==> config.mk <==
export PLATFORM = sky130hd
export DESIGN_NAME = mfs_supervisor
export DESIGN_NICKNAME = d
export VERILOG_FILES = /design/src/design/mfs_pkg.sv /design/src/design/mfs_supervisor.sv
export SDC_FILE = /design/constraint.sdc
export NUM_CORES = 1
export LEC_CHECK = 0
export ABC_CLOCK_PERIOD_IN_PS = 10200
export BUFFER_PORTS_ARGS = -buffer_cell sky130_fd_sc_hd__buf_2
export CAP_MARGIN = 5
export CORE_MARGIN = 2
export CORE_UTILIZATION = 60
export CTS_BUF_LIST = sky130_fd_sc_hd__clkbuf_4 sky130_fd_sc_hd__clkbuf_8
export CTS_CLUSTER_SIZE = 24
export DETAILED_ROUTE_END_ITERATION = 8
export PLACE_DENSITY = 0.8
export RECOVER_POWER = 50
export SYNTH_ARGS = -nofsm -noshare
export SYNTH_HDL_FRONTEND = slang
export SYNTH_SLANG_ARGS = --single-unit
==> constraint.sdc <==
create_clock -name clk_i -period 10.2 [get_ports clk_i]
set_input_delay 0.51 -clock clk_i [delete_from_list [all_inputs] [get_ports clk_i]]
set_output_delay 0.51 -clock clk_i [all_outputs]
set_load 0.01 [all_outputs]
==> src/design/mfs_pkg.sv <==
// Package of constants for the supervisor; assumes a 125 MHz system clock.
package mfs_pkg;
	localparam int unsigned CLK_HZ = 125_000_000;
	localparam int unsigned SEC_CYCLES = CLK_HZ;
	localparam int unsigned EXT_FAULT_S = 2;
	localparam int unsigned EXT_FAULT_CYCLES = EXT_FAULT_S * CLK_HZ;
	localparam logic [11:0] INS_CLEAR_S = 12'h03C;
	localparam logic [11:0] SLOW_MAX_S = 12'h01E;
	localparam logic [11:0] SHEAR_X85 = 12'h352;
	localparam logic [7:0] HEATSINK_MAX_C = 8'h55;
	localparam logic [11:0] SEC_PER_MIN = 12'h03C;
	// Word indices on the bus (byte address = 4 * index)
	localparam logic [2:0] IDX_CTRL = 3'h0;
	localparam logic [2:0] IDX_START = 3'h1;
	localparam logic [2:0] IDX_SHEAR = 3'h2;
	localparam logic [2:0] IDX_UC = 3'h3;
	localparam logic [2:0] IDX_VOLT = 3'h4;
	localparam logic [2:0] IDX_OL = 3'h5;
	localparam logic [2:0] IDX_STATUS = 3'h6;
	localparam int unsigned NCFG = 6;
	localparam logic [31:0] CFG_RST [NCFG] = '{32'h0000_0000, 32'h000A_1E0A, 32'h0000_0352,
		32'h0000_0A14, 32'h0005_6E55, 32'h0000_0073};
	localparam logic [31:0] CFG_MASK [NCFG] = '{32'h0000_000E, 32'h001F_3F0F, 32'h0007_03FF,
		32'h0000_FF7F, 32'h00FF_FFFF, 32'h0000_03FF};
	// Field positions
	localparam int unsigned CTRL_CLR_B = 0;
	localparam int unsigned CTRL_GEN_B = 1;
	localparam int unsigned CTRL_INS_B = 2;
	localparam int unsigned CTRL_THM_B = 3;
	localparam int unsigned ST_MAX_L = 0;
	localparam int unsigned ST_PER_L = 8;
	localparam int unsigned ST_TIME_L = 16;
	localparam int unsigned SH_DLY_L = 16;
	localparam int unsigned UC_DLY_L = 8;
	localparam int unsigned V_OV_L = 8;
	localparam int unsigned V_DLY_L = 16;
	typedef enum logic [4:0] {
		MSG_NONE = 5'h00, MSG_INSUL = 5'h01, MSG_THERM = 5'h02, MSG_STARTS = 5'h03,
		MSG_LONG_START = 5'h04, MSG_SHEAR = 5'h05, MSG_OVERLOAD = 5'h06, MSG_UNDERCUR = 5'h07,
		MSG_UNDERVOLT = 5'h08, MSG_OVERVOLT = 5'h09, MSG_PHASE_LOSS = 5'h0A, MSG_PHASE_SEQ = 5'h0B,
		MSG_SLOW_SPEED = 5'h0C, MSG_WRONG_CONN = 5'h0D, MSG_SHORT_SCR = 5'h0E, MSG_OVERTEMP = 5'h0F,
		MSG_EXT_FAULT = 5'h10, MSG_WRONG_PARAM = 5'h11, MSG_ALARM_INSUL = 5'h12
	} mfs_msg_t;
endpackage

==> src/design/mfs_supervisor.sv <==
// Fault and alarm supervisor of a motor soft starter, Wishbone classic slave.
// Assumes measurement values come from on-chip logic on clk_i; flag pins are asynchronous.
//
// Local design decisions: register access over Wishbone and the register addresses.
`timescale 1ns/100ps
module mfs_supervisor
	import mfs_pkg::*;
#(
	parameter int unsigned SEC_CYC = SEC_CYCLES,
	parameter int unsigned EXT_CYC = EXT_FAULT_CYCLES
)
(
	input wire logic clk_i,
	input wire logic rst_i,
	input wire logic ce_i,
	input wire logic wb_cyc_i,
	input wire logic wb_stb_i,
	input wire logic wb_we_i,
	input wire logic [7:0] wb_adr_i,
	input wire logic [3:0] wb_sel_i,
	input wire logic [31:0] wb_dat_i,
	output logic [31:0] wb_dat_o,
	output logic wb_ack_o,
	input wire logic [11:0] cur_motor_pct_i,
	input wire logic [11:0] cur_starter_pct_i,
	input wire logic [7:0] line_volt_pct_i,
	input wire logic [7:0] heatsink_temp_c_i,
	input wire logic phase_loss_i,
	input wire logic phase_seq_bad_i,
	input wire logic wrong_conn_i,
	input wire logic shorted_scr_i,
	input wire logic ext_contact_i,
	input wire logic insul_below_alarm_i,
	input wire logic insul_below_trip_i,
	input wire logic thermistor_low_i,
	input wire logic slow_speed_i,
	input wire logic volt_nominal_i,
	input wire logic starting_i,
	input wire logic running_i,
	input wire logic thermal_full_i,
	input wire logic nv_xfer_fail_i,
	output logic motor_en_o,
	output logic start_block_o,
	output logic fault_led_o,
	output logic fault_relay_o,
	output logic alarm_relay_o,
	output logic [4:0] msg_sel_o
);
	logic [13:0] sync1_q;
	logic [13:0] sync2_q;
	logic s_phl, s_seq, s_wc, s_scr, s_ext, s_ins_a, s_ins_t, s_thm;
	logic s_slow, s_vnom, s_start, s_run, s_thfull, s_nvf;
	logic [31:0] cfg_q [NCFG];
	logic clr_q;
	logic [31:0] div_q;
	logic tick_q;
	logic blink_q;
	logic start_d1_q;
	logic [3:0] start_cnt_q;
	logic [11:0] win_q;
	logic [11:0] ls_q, sh_q, uc_q, uv_q, ov_q, slow_q, ins_q;
	logic [31:0] ext_q;
	logic ins_alarm_q;
	logic trip_q;
	mfs_msg_t code_q;
	mfs_msg_t code_d;
	logic any_trip;
	logic gen, opt_ins, opt_thm;
	logic t_ins, t_thm, t_starts, t_long, t_shear, t_ol, t_uc, t_uv, t_ov, t_slow;
	logic t_wc, t_scr, t_temp, t_ext;
	logic shear_inst, shear_det;
	logic bus_req;
	logic [2:0] idx;

	// Pins cross into clk_i; first stage only feeds the second
	always_ff @(posedge clk_i)
	begin
		if (rst_i)
		begin
			sync1_q <= 14'h0000;
			sync2_q <= 14'h0000;
		end
		else if (ce_i)
		begin
			sync1_q <= {phase_loss_i, phase_seq_bad_i, wrong_conn_i, shorted_scr_i, ext_contact_i,
				insul_below_alarm_i, insul_below_trip_i, thermistor_low_i, slow_speed_i,
				volt_nominal_i, starting_i, running_i, thermal_full_i, nv_xfer_fail_i};
			sync2_q <= sync1_q;
		end
	end
	assign {s_phl, s_seq, s_wc, s_scr, s_ext, s_ins_a, s_ins_t, s_thm, s_slow, s_vnom, s_start,
		s_run, s_thfull, s_nvf} = sync2_q;

	function automatic logic [11:0] mfs_tcount(input logic [11:0] c, input logic en, input logic tk);
		if (!en)
			return 12'h000;
		else if (tk && c != 12'hFFF)
			return c + 12'h001;
		else
			return c;
	endfunction

	// Wishbone slave: one wait state, ack for one cycle
	assign bus_req = wb_cyc_i && wb_stb_i && !wb_ack_o;
	assign idx = wb_adr_i[4:2];
	always_ff @(posedge clk_i)
	begin
		if (rst_i)
		begin
			wb_ack_o <= 1'b0;
			wb_dat_o <= 32'h0000_0000;
			clr_q <= 1'b0;
			for (int i = 0; i < NCFG; i++)
				cfg_q[i] <= CFG_RST[i];
		end
		else if (ce_i)
		begin
			wb_ack_o <= bus_req;
			clr_q <= bus_req && wb_we_i && idx == IDX_CTRL && wb_sel_i[0] && wb_dat_i[CTRL_CLR_B];
			wb_dat_o <= 32'h0000_0000;
			if (bus_req && wb_we_i && wb_adr_i[7:5] == 3'h0 && idx < IDX_STATUS)
			begin
				for (int b = 0; b < 4; b++)
					if (wb_sel_i[b])
						cfg_q[idx][8*b +: 8] <= wb_dat_i[8*b +: 8] & CFG_MASK[idx][8*b +: 8];
			end
			else if (bus_req && !wb_we_i && wb_adr_i[7:5] == 3'h0 && idx < IDX_STATUS)
				wb_dat_o <= cfg_q[idx];
			else if (bus_req && !wb_we_i && wb_adr_i[7:5] == 3'h0 && idx == IDX_STATUS)
				wb_dat_o <= {25'h0000000, ins_alarm_q, trip_q, code_q};
		end
	end

	assign gen = cfg_q[IDX_CTRL][CTRL_GEN_B];
	assign opt_ins = cfg_q[IDX_CTRL][CTRL_INS_B];
	assign opt_thm = cfg_q[IDX_CTRL][CTRL_THM_B];

	// One-second time base; seconds resolution is plenty for protection delays
	always_ff @(posedge clk_i)
	begin
		if (rst_i)
		begin
			div_q <= 32'h0000_0000;
			tick_q <= 1'b0;
			blink_q <= 1'b0;
		end
		else if (ce_i)
		begin
			tick_q <= 1'b0;
			if (div_q >= SEC_CYC - 1)
			begin
				div_q <= 32'h0000_0000;
				tick_q <= 1'b1;
				blink_q <= !blink_q;
			end
			else
				div_q <= div_q + 32'h0000_0001;
		end
	end

	// Start counting within the start period
	always_ff @(posedge clk_i)
	begin
		if (rst_i)
		begin
			start_d1_q <= 1'b0;
			start_cnt_q <= 4'h0;
			win_q <= 12'h000;
		end
		else if (ce_i)
		begin
			start_d1_q <= s_start;
			if (start_cnt_q != 4'h0 && tick_q &&
				win_q + 12'h001 >= 12'(cfg_q[IDX_START][ST_PER_L +: 6]) * SEC_PER_MIN)
			begin
				start_cnt_q <= {3'h0, s_start && !start_d1_q};
				win_q <= 12'h000;
			end
			else
			begin
				if (s_start && !start_d1_q && start_cnt_q != 4'hF)
					start_cnt_q <= start_cnt_q + 4'h1;
				if (start_cnt_q != 4'h0 && tick_q)
					win_q <= win_q + 12'h001;
			end
		end
	end
	assign t_starts = start_cnt_q > cfg_q[IDX_START][ST_MAX_L +: 4];

	// Shear-pin detection
	assign shear_inst = cur_starter_pct_i >= SHEAR_X85;
	assign shear_det = cur_starter_pct_i > SHEAR_X85 || (s_start && cur_motor_pct_i > SHEAR_X85) ||
		(s_run && cur_motor_pct_i > cfg_q[IDX_SHEAR][11:0]);

	// Delay counters in seconds, reset as soon as the condition drops
	always_ff @(posedge clk_i)
	begin
		if (rst_i)
		begin
			ls_q <= 12'h000;
			sh_q <= 12'h000;
			uc_q <= 12'h000;
			uv_q <= 12'h000;
			ov_q <= 12'h000;
			slow_q <= 12'h000;
		end
		else if (ce_i)
		begin
			ls_q <= mfs_tcount(ls_q, s_start && !s_vnom, tick_q);
			sh_q <= mfs_tcount(sh_q, shear_det, tick_q);
			uc_q <= mfs_tcount(uc_q, s_run && cur_motor_pct_i < {5'h00, cfg_q[IDX_UC][6:0]}, tick_q);
			uv_q <= mfs_tcount(uv_q, line_volt_pct_i < cfg_q[IDX_VOLT][7:0], tick_q);
			ov_q <= mfs_tcount(ov_q, line_volt_pct_i > cfg_q[IDX_VOLT][V_OV_L +: 8], tick_q);
			slow_q <= mfs_tcount(slow_q, s_slow, tick_q);
		end
	end

	// External contact counted in cycles for an exact two-second bound
	always_ff @(posedge clk_i)
	begin
		if (rst_i)
			ext_q <= 32'h0000_0000;
		else if (ce_i)
		begin
			if (!s_ext)
				ext_q <= 32'h0000_0000;
			else if (ext_q <= EXT_CYC)
				ext_q <= ext_q + 32'h0000_0001;
		end
	end

	assign t_ins = opt_ins && s_ins_t;
	assign t_thm = opt_thm && s_thm;
	assign t_long = s_start && !s_vnom && ls_q >= {7'h00, cfg_q[IDX_START][ST_TIME_L +: 5]};
	assign t_shear = shear_inst || (shear_det && sh_q >= {9'h000, cfg_q[IDX_SHEAR][SH_DLY_L +: 3]});
	assign t_ol = cur_motor_pct_i > cfg_q[IDX_OL][11:0] && s_thfull;
	assign t_uc = s_run && cur_motor_pct_i < {5'h00, cfg_q[IDX_UC][6:0]} &&
		uc_q >= {4'h0, cfg_q[IDX_UC][UC_DLY_L +: 8]};
	assign t_uv = line_volt_pct_i == 8'h00 || (line_volt_pct_i < cfg_q[IDX_VOLT][7:0] &&
		uv_q >= {4'h0, cfg_q[IDX_VOLT][V_DLY_L +: 8]});
	assign t_ov = line_volt_pct_i > cfg_q[IDX_VOLT][V_OV_L +: 8] &&
		ov_q >= {4'h0, cfg_q[IDX_VOLT][V_DLY_L +: 8]};
	assign t_slow = s_slow && slow_q > SLOW_MAX_S;
	assign t_wc = !gen && s_wc;
	assign t_scr = !gen && s_scr;
	assign t_temp = heatsink_temp_c_i > HEATSINK_MAX_C;
	assign t_ext = ext_q > EXT_CYC;

	// Fixed priority when several faults appear together
	always_comb
	begin
		code_d = MSG_NONE;
		if (s_nvf)
			code_d = MSG_WRONG_PARAM;
		else if (t_scr)
			code_d = MSG_SHORT_SCR;
		else if (t_wc)
			code_d = MSG_WRONG_CONN;
		else if (s_phl)
			code_d = MSG_PHASE_LOSS;
		else if (s_seq)
			code_d = MSG_PHASE_SEQ;
		else if (t_shear)
			code_d = MSG_SHEAR;
		else if (t_uv)
			code_d = MSG_UNDERVOLT;
		else if (t_ov)
			code_d = MSG_OVERVOLT;
		else if (t_temp)
			code_d = MSG_OVERTEMP;
		else if (t_ins)
			code_d = MSG_INSUL;
		else if (t_thm)
			code_d = MSG_THERM;
		else if (t_ol)
			code_d = MSG_OVERLOAD;
		else if (t_long)
			code_d = MSG_LONG_START;
		else if (t_starts)
			code_d = MSG_STARTS;
		else if (t_uc)
			code_d = MSG_UNDERCUR;
		else if (t_slow)
			code_d = MSG_SLOW_SPEED;
		else if (t_ext)
			code_d = MSG_EXT_FAULT;
	end
	assign any_trip = code_d != MSG_NONE;

	// Trip latch; a reset command is ignored while any fault persists
	always_ff @(posedge clk_i)
	begin
		if (rst_i)
		begin
			trip_q <= 1'b0;
			code_q <= MSG_NONE;
		end
		else if (ce_i)
		begin
			if (!trip_q && any_trip)
			begin
				trip_q <= 1'b1;
				code_q <= code_d;
			end
			else if (trip_q && clr_q && !any_trip)
			begin
				trip_q <= 1'b0;
				code_q <= MSG_NONE;
			end
		end
	end

	// Insulation alarm with self-clearing hold-off
	always_ff @(posedge clk_i)
	begin
		if (rst_i)
		begin
			ins_alarm_q <= 1'b0;
			ins_q <= 12'h000;
		end
		else if (ce_i)
		begin
			ins_q <= mfs_tcount(ins_q, ins_alarm_q && !s_ins_a, tick_q);
			if (opt_ins && s_ins_a)
				ins_alarm_q <= 1'b1;
			else if (ins_q >= INS_CLEAR_S)
				ins_alarm_q <= 1'b0;
		end
	end

	// Registered outputs
	always_ff @(posedge clk_i)
	begin
		if (rst_i)
		begin
			motor_en_o <= 1'b0;
			start_block_o <= 1'b1;
			fault_led_o <= 1'b0;
			fault_relay_o <= 1'b0;
			alarm_relay_o <= 1'b0;
			msg_sel_o <= MSG_NONE;
		end
		else if (ce_i)
		begin
			motor_en_o <= !trip_q;
			start_block_o <= trip_q || t_wc || t_scr;
			fault_relay_o <= trip_q;
			alarm_relay_o <= ins_alarm_q;
			if (trip_q)
			begin
				fault_led_o <= 1'b1;
				msg_sel_o <= code_q;
			end
			else if (ins_alarm_q)
			begin
				fault_led_o <= blink_q;
				msg_sel_o <= MSG_ALARM_INSUL;
			end
			else
			begin
				fault_led_o <= 1'b0;
				msg_sel_o <= MSG_NONE;
			end
		end
	end

	a_trip_stops_motor: assert property (@(posedge clk_i) disable iff (rst_i)
		ce_i && trip_q |=> !motor_en_o && fault_relay_o) else $error("trip did not stop motor");
	a_alarm_keeps_run: assert property (@(posedge clk_i) disable iff (rst_i)
		ce_i && ins_alarm_q && !trip_q |=> motor_en_o && alarm_relay_o && msg_sel_o == MSG_ALARM_INSUL)
		else $error("alarm handling wrong");
	a_zero_volt_trip: assert property (@(posedge clk_i) disable iff (rst_i)
		ce_i && line_volt_pct_i == 8'h00 |=> trip_q) else $error("zero voltage did not trip");
	a_shear_instant: assert property (@(posedge clk_i) disable iff (rst_i)
		ce_i && cur_starter_pct_i >= SHEAR_X85 |=> trip_q) else $error("shear pin not immediate");
	a_overtemp_trip: assert property (@(posedge clk_i) disable iff (rst_i)
		ce_i && heatsink_temp_c_i > HEATSINK_MAX_C && !trip_q |=> trip_q && code_q != MSG_NONE)
		else $error("over temperature did not trip");
	a_gen_mask: assert property (@(posedge clk_i) disable iff (rst_i)
		ce_i && gen && !trip_q |=> !(code_q == MSG_SHORT_SCR || code_q == MSG_WRONG_CONN))
		else $error("generator mode mask failed");
	a_trip_latched: assert property (@(posedge clk_i) disable iff (rst_i)
		trip_q && !(ce_i && clr_q && !any_trip) |=> trip_q) else $error("trip released early");
	a_ext_two_sec: assert property (@(posedge clk_i) disable iff (rst_i)
		ce_i && !trip_q && code_d == MSG_EXT_FAULT |-> ext_q > EXT_CYC && s_ext)
		else $error("external fault before two seconds");
	a_scr_blocks: assert property (@(posedge clk_i) disable iff (rst_i)
		ce_i && !gen && s_scr |=> start_block_o && trip_q) else $error("shorted thyristor not blocked");
endmodule // mfs_supervisor

======== After elaboration in Yosys (flattened, before gate mapping) ========
Memories as Yosys holds them, arrays and structs flattened.
Index checks and enable logic that the tools add are counted.
W data, S select, Z words.
storage, ports and cells
  register bits ........................... 246
  bits in writable memories ............... 192
  ROM bits ................................ 256
  input port bits ......................... 104
  output and inout port bits .............. 43
  word-level logic and storage cells ...... 247
  memories ................................ 2
memories
  memory            depth  width  rd ports  clocked after Yosys merged registers in  write ports  line                   RTL
  (name not given)  8      32     1         0                                        0            mfs_supervisor.sv:125  cfg_q[idx][8*b +: 8] <= wb_dat_i[8*b +: 8] & CFG_MASK[idx][8*b +: 8];
  cfg_q             6      32     7         0                                        6            mfs_supervisor.sv:53   logic [31:0] cfg_q [NCFG];
cells by class
  $add $sub $neg .......................... 11
  $mul .................................... 1
  magnitude comparators ................... 23
  equal/unequal tests ..................... 17
  mux-type cells .......................... 79
  bitwise logic cells ..................... 5
  reduce and logical (&&, ||, !) cells .... 81
operators with widths
  cell                     number
  $mux W32                 8
  $mux W12                 16
  $mux W5                  21
  $add A12 B1 Y12 const B  8
  $ne A12 B12 Y1 const B   7
  $add A32 B1 Y32 const B  2
  $logic_and A1 B1 Y1      43
  $ge A12 B8 Y1            3
  $and A8 B8 Y8            4
  $ge A32 B27 Y1 const B   1
  $gt A32 B28 Y1 const B   1
  $le A32 B28 Y1 const B   1
  $reduce_or A32 Y1        1
  $mux W1                  29
  $reduce_and A2 Y1        13
  $gt A12 B10 Y1 const B   2
  $gt A12 B12 Y1           2
  $ne A2 B1 Y1 const B     8
  $ge A12 B10 Y1 const B   1
  $ge A12 B12 Y1           1
  $ge A12 B3 Y1            1
  $ge A12 B5 Y1            1
  $ge A12 B6 Y1 const B    1
  $gt A12 B5 Y1 const B    1
  22 further kinds         41

======== Longest topological paths before layout ========
An unclocked memory read counts as a cell.
  word-level depth ........................ 24
  mapped depth ............................ 18
  mapped depth without buffers ............ 17

======== Least setup slack after synthesis ========
No wires, ideal clock.
  kind .................................... register to register
  start point ............................. memory cfg_q[1][10]
  end point ............................... register start_cnt_q[0]
  setup time .............................. 0.070 ns
  arrival ................................. 3.895 ns
  data required time ...................... 10.130 ns
  path slack .............................. 6.235 ns
  stages on the path, launching flop included .. 16
  buffers on the path ..................... 0
  period minus slack after synthesis ...... 3.965 ns
  cell sequence ........................... edfxtp_1 fa_1 fa_1 ha_1 a21o_1 a21oi_1 o21bai_1 a21oi_1 o21bai_1 a21oi_1 xor2_1 ha_1 o41a_1 nand3_1 mux2_2 a21oi_1
RTL lines
  item                  line                   RTL
  start, declared       mfs_supervisor.sv:53
  end signal, assigned  mfs_supervisor.sv:176  start_cnt_q <= {3'h0, s_start && !start_d1_q};
  end signal, assigned  mfs_supervisor.sv:182  start_cnt_q <= start_cnt_q + 4'h1;
  end, declared         mfs_supervisor.sv:59   logic [3:0] start_cnt_q;

==> impl_metrics.csv <==
group,metric,value,unit
routing,via_count,16232,
synth,synth.area.top_cells,"dfxtp_1, edfxtp_1, ha_1",
sta,holdWs,0.137,ns
routing,drt-met1-wl,19.9,mm
sta,finalSetupTns,0,ns
global_route,grt-ovfl-total,0,
power,p_per_area,151,nW/um^2
clock_network,clk_path_buf_depth,3,
setup_path,worst_setup_path_start_kind,"input port",
synth,avgSynthCellArea,9.27,um^2
routing,drtIter0Drc,1492,
setup_path,required,10.48,ns
sta,hold_violations,0,
synth,synth_cells,2134,
die,core,32500,um^2
clock_network,clk_pin_slew,0.06,ns
power,totalPowerFinal,0.00333,W
cells_and_area,area_growth,11.6,%
cells_and_area,multi_input_area,9910,um^2
synth,ys_seq_elements,382,
routing,dr_wl_met3,4.48,mm
global_route,grt_max_degree,63,
routing,ant_nets,0,
sta,slew_viol_final,194,
sta,slew_headroom,-0.778,
sta,setup_viol,0,
setup_path,worstPathMaxFanout,41,
cells_and_area,fill_cells,2599,
routing,viasPerCell,5.88,
global_route,grt_pass1_vias,15720,
synth,yosys_warnings,0,
global_route,grt_usage,0.289,
power,p_leak,8.88,nW
sta,finalCritPeriodShare,0.610,
placed_design,dp_hpwl,35.8,mm
routing,wire_per_inst,17.9,um
run_status,outcome,"finished with violations",
power,vdd_ir_drop_max,0.104,mV
sta,worstMarginPinSlew,2.67,ns
clock_network,cts_setup_buffers,0,
setup_path,slowest_stage,"clkbuf_1",
setup_path,worstPathArrival,6.50,ns
synth,synth-main-ff-cell,"dfxtp_1",
min_path,hold_class,"input port to register",
setup_path,slowest_delay,1.46,ns
routing,wl_met2,23.5,mm
sta,finClkSkew,0.0172,ns
run_status,violations,"capacitance limit, slew limit",
clock_network,postCtsHoldBufs,0,
cells_and_area,diodes,0,
job,max_cap_viol_count,4,
die,pin_count,147,
global_route,grt_pass1_wl,78.9,mm
cells_and_area,drive_above_1_share,0.103,
synth,yosysTopAreaCell,"dfxtp_1",
setup_path,cp_cell_sequence,"clkbuf_1 > clkinv_1 > nor2_1 > and4_1 > o41ai_1 > clkbuf_1 > nor3_1 > nand2_1 > nand2b_1",
synth,synth_edf_count,144,
synth,async_flop_share,0,
synth,netlist_area,19800,um^2
clock_network,cts.repair.resized,0,
die,die_y,186,um
setup_path,cp_top_family,"buffers and inverters",
cells_and_area,stdcell_count,2761,
synth,ys_types,82,
sta,rsz0062_at_grt,"no",
setup_path,path_class,"input port to register",
routing,first_pass_iters,6,
clock_network,cts_buffers,61,
placed_design,dp.cells,2646,
setup_path,cp_num_buf_inv,3,
synth,yosysSeqAreaShare,0.459,
sta,period_needed,6.22,ns
clock_network,clockRootBuffer,"clkbuf_8",
sta,max_freq,161,MHz
clock_network,cts_sinks,382,
global_route,antenna_found_initial,0,
clock_network,cts_tree,"yes",
die,rows,66,
placed_design,port_buffers,127,
die,die-area,34400,um^2
die,start_util,0.608,
routing,drc_errors,0,
placed_design,gp_congestion,0.910,
die,fp.dieW,186,um
setup_path,cp_common_cell,"clkbuf_1",
cells_and_area,seqCellArea,9090,um^2
setup_path,cp-end-kind,"register",
routing,routed.top_layer,"met4",
clock_network,clk_latency,0.63,ns
synth,synth_top_area_share,0.241,
cells_and_area,nets,2505,
clock_network,ctsHtreeMaxLevel,2,
routing,wirelength,49.5,mm
## layer usage
| layer | vias up | global-route usage |
|---|---|---|
| li1 | 7794 | - |
| met1 | 7633 | 0.359 |
| met2 | 685 | 0.495 |
| met3 | 120 | 0.0587 |
| met4 | 0 | 0.112 |
| met5 | - | 0 |
## final timing paths
check | start | depth (start not counted) | slack, ns | endpoint
worst max register to register | cfg_q[1][8] | 17 | 5.43 | win_q[2]
worst min register to register | wb_dat_o[2] | 2 | 0.46 | wb_dat_o[2]
worst min-delay path | phase_seq_bad_i | 3 | 0.14 | sync1_q[12]
worst max-delay path | ce_i | 9 | 3.98 | cfg_q[2][16]
## report_power, final
group | leakage, nW | internal, W | switching, W
clock network | 0.724 | 0.000828 | 0.000621
registers | 3.39 | 0.00161 | 0.0000207
logic | 4.76 | 0.0000918 | 0.000157
total | 8.88 | 0.00253 | 0.000799
## worst register-to-register path, stage by stage (launching register included)
cell and delay (ns):
edfxtp_1 0.50, fa_1 0.62, fa_1 0.44, ha_1 0.28, a21o_1 0.18, a21oi_1 0.24
o21bai_1 0.11, a21oi_1 0.24, o21bai_1 0.09, a21oi_1 0.19, xor2_1 0.09, ha_1 0.27
o21ai_0 0.07, nand2b_1 0.07, o41a_1 0.61, nor2_1 0.27, nand3b_1 0.16, a21oi_1 0.08
## cells by family after synthesis
group,after synthesis,synth area share
multiplexers,50,0.0294
flip-flops,382,0.459
adder cells (fa/ha/maj),134,0.0882
AO/OA/AOI/OAI,365,0.124
other,1,0.000190
buffers and inverters,214,0.0422
AND/OR/NAND/NOR,861,0.200
XOR/XNOR,127,0.0562
## cells in the final DEF (no fill, tap or decap), types with 21 or more instances in the layout
cell	n
a21oi_1	108
and3_1	31
buf_2	90
clkbuf_1	41
clkbuf_8	73
dfxtp_1	238
edfxtp_1	144
ha_1	125
inv_1	133
mux2i_1	39
nand2_1	183
nand2b_1	31
nand3_1	76
nand4_1	46
nor2_1	365
nor3_1	25
o21ai_0	55
o22ai_1	34
or3_1	21
xnor2_1	49
xor2_1	78
## registers in the layout, summed over array words and instances, names as in the netlist, 4 cells and up
| name | cells |
|---|---|
| uv_q | 12 |
| ins_q | 12 |
| msg_sel_o | 5 |
| div_q | 32 |
| sh_q | 12 |
| uc_q | 12 |
| slow_q | 12 |
| start_cnt_q | 4 |
| sync2_q | 14 |
| win_q | 12 |
| ov_q | 12 |
| code_q | 5 |
| ls_q | 12 |
| sync1_q | 14 |
| ext_q | 32 |
| wb_dat_o | 24 |
| cfg_q | 144 |
## per-stage QoR
| step | setup WS [ns] | util | cell area [um^2] |
|---|---|---|---|
| final | 3.98 | 0.679 | 22100 |
| after global routing | 3.75 | 0.679 | 22100 |
| after CTS | 5.49 | 0.681 | 22200 |
| after detailed placement | 5.37 | 0.639 | 20800 |
| after global placement | 5.52 | 0.639 | 20800 |
| after floorplan | 6.23 | - | 19800 |
## Yosys cell counts, drive strengths merged (8+ instances only)
master	count
a211o	10
a211oi	8
a21o	16
a21oi	108
a22o	18
a22oi	9
a31oi	9
and2	9
and3	31
and4	9
buf	20
clkbuf	59
dfxtp	238
edfxtp	144
fa	9
ha	125
inv	134
mux2i	39
nand2	183
nand2b	31
nand3	76
nand3b	10
nand4	47
nor2	366
nor2b	14
nor3	25
nor4	17
o211ai	11
o21ai	58
o22ai	34
o31ai	21
or3	21
xnor2	49
xor2	78
## area by class of cell
| class | instances | share of cell area |
|---|---|---|
| Timing Repair Buffer | 136 | 0.0291 |
| Sequential cell | 382 | 0.412 |
| Multi-Input combinational cell | 1551 | 0.449 |
| Inverter | 135 | 0.0229 |
| Tap cell | 442 | 0.0250 |
| Clock buffer | 93 | 0.0523 |
| Clock inverter | 22 | 0.0104 |
No activity file was read; power rests on OpenSTA's default activity.
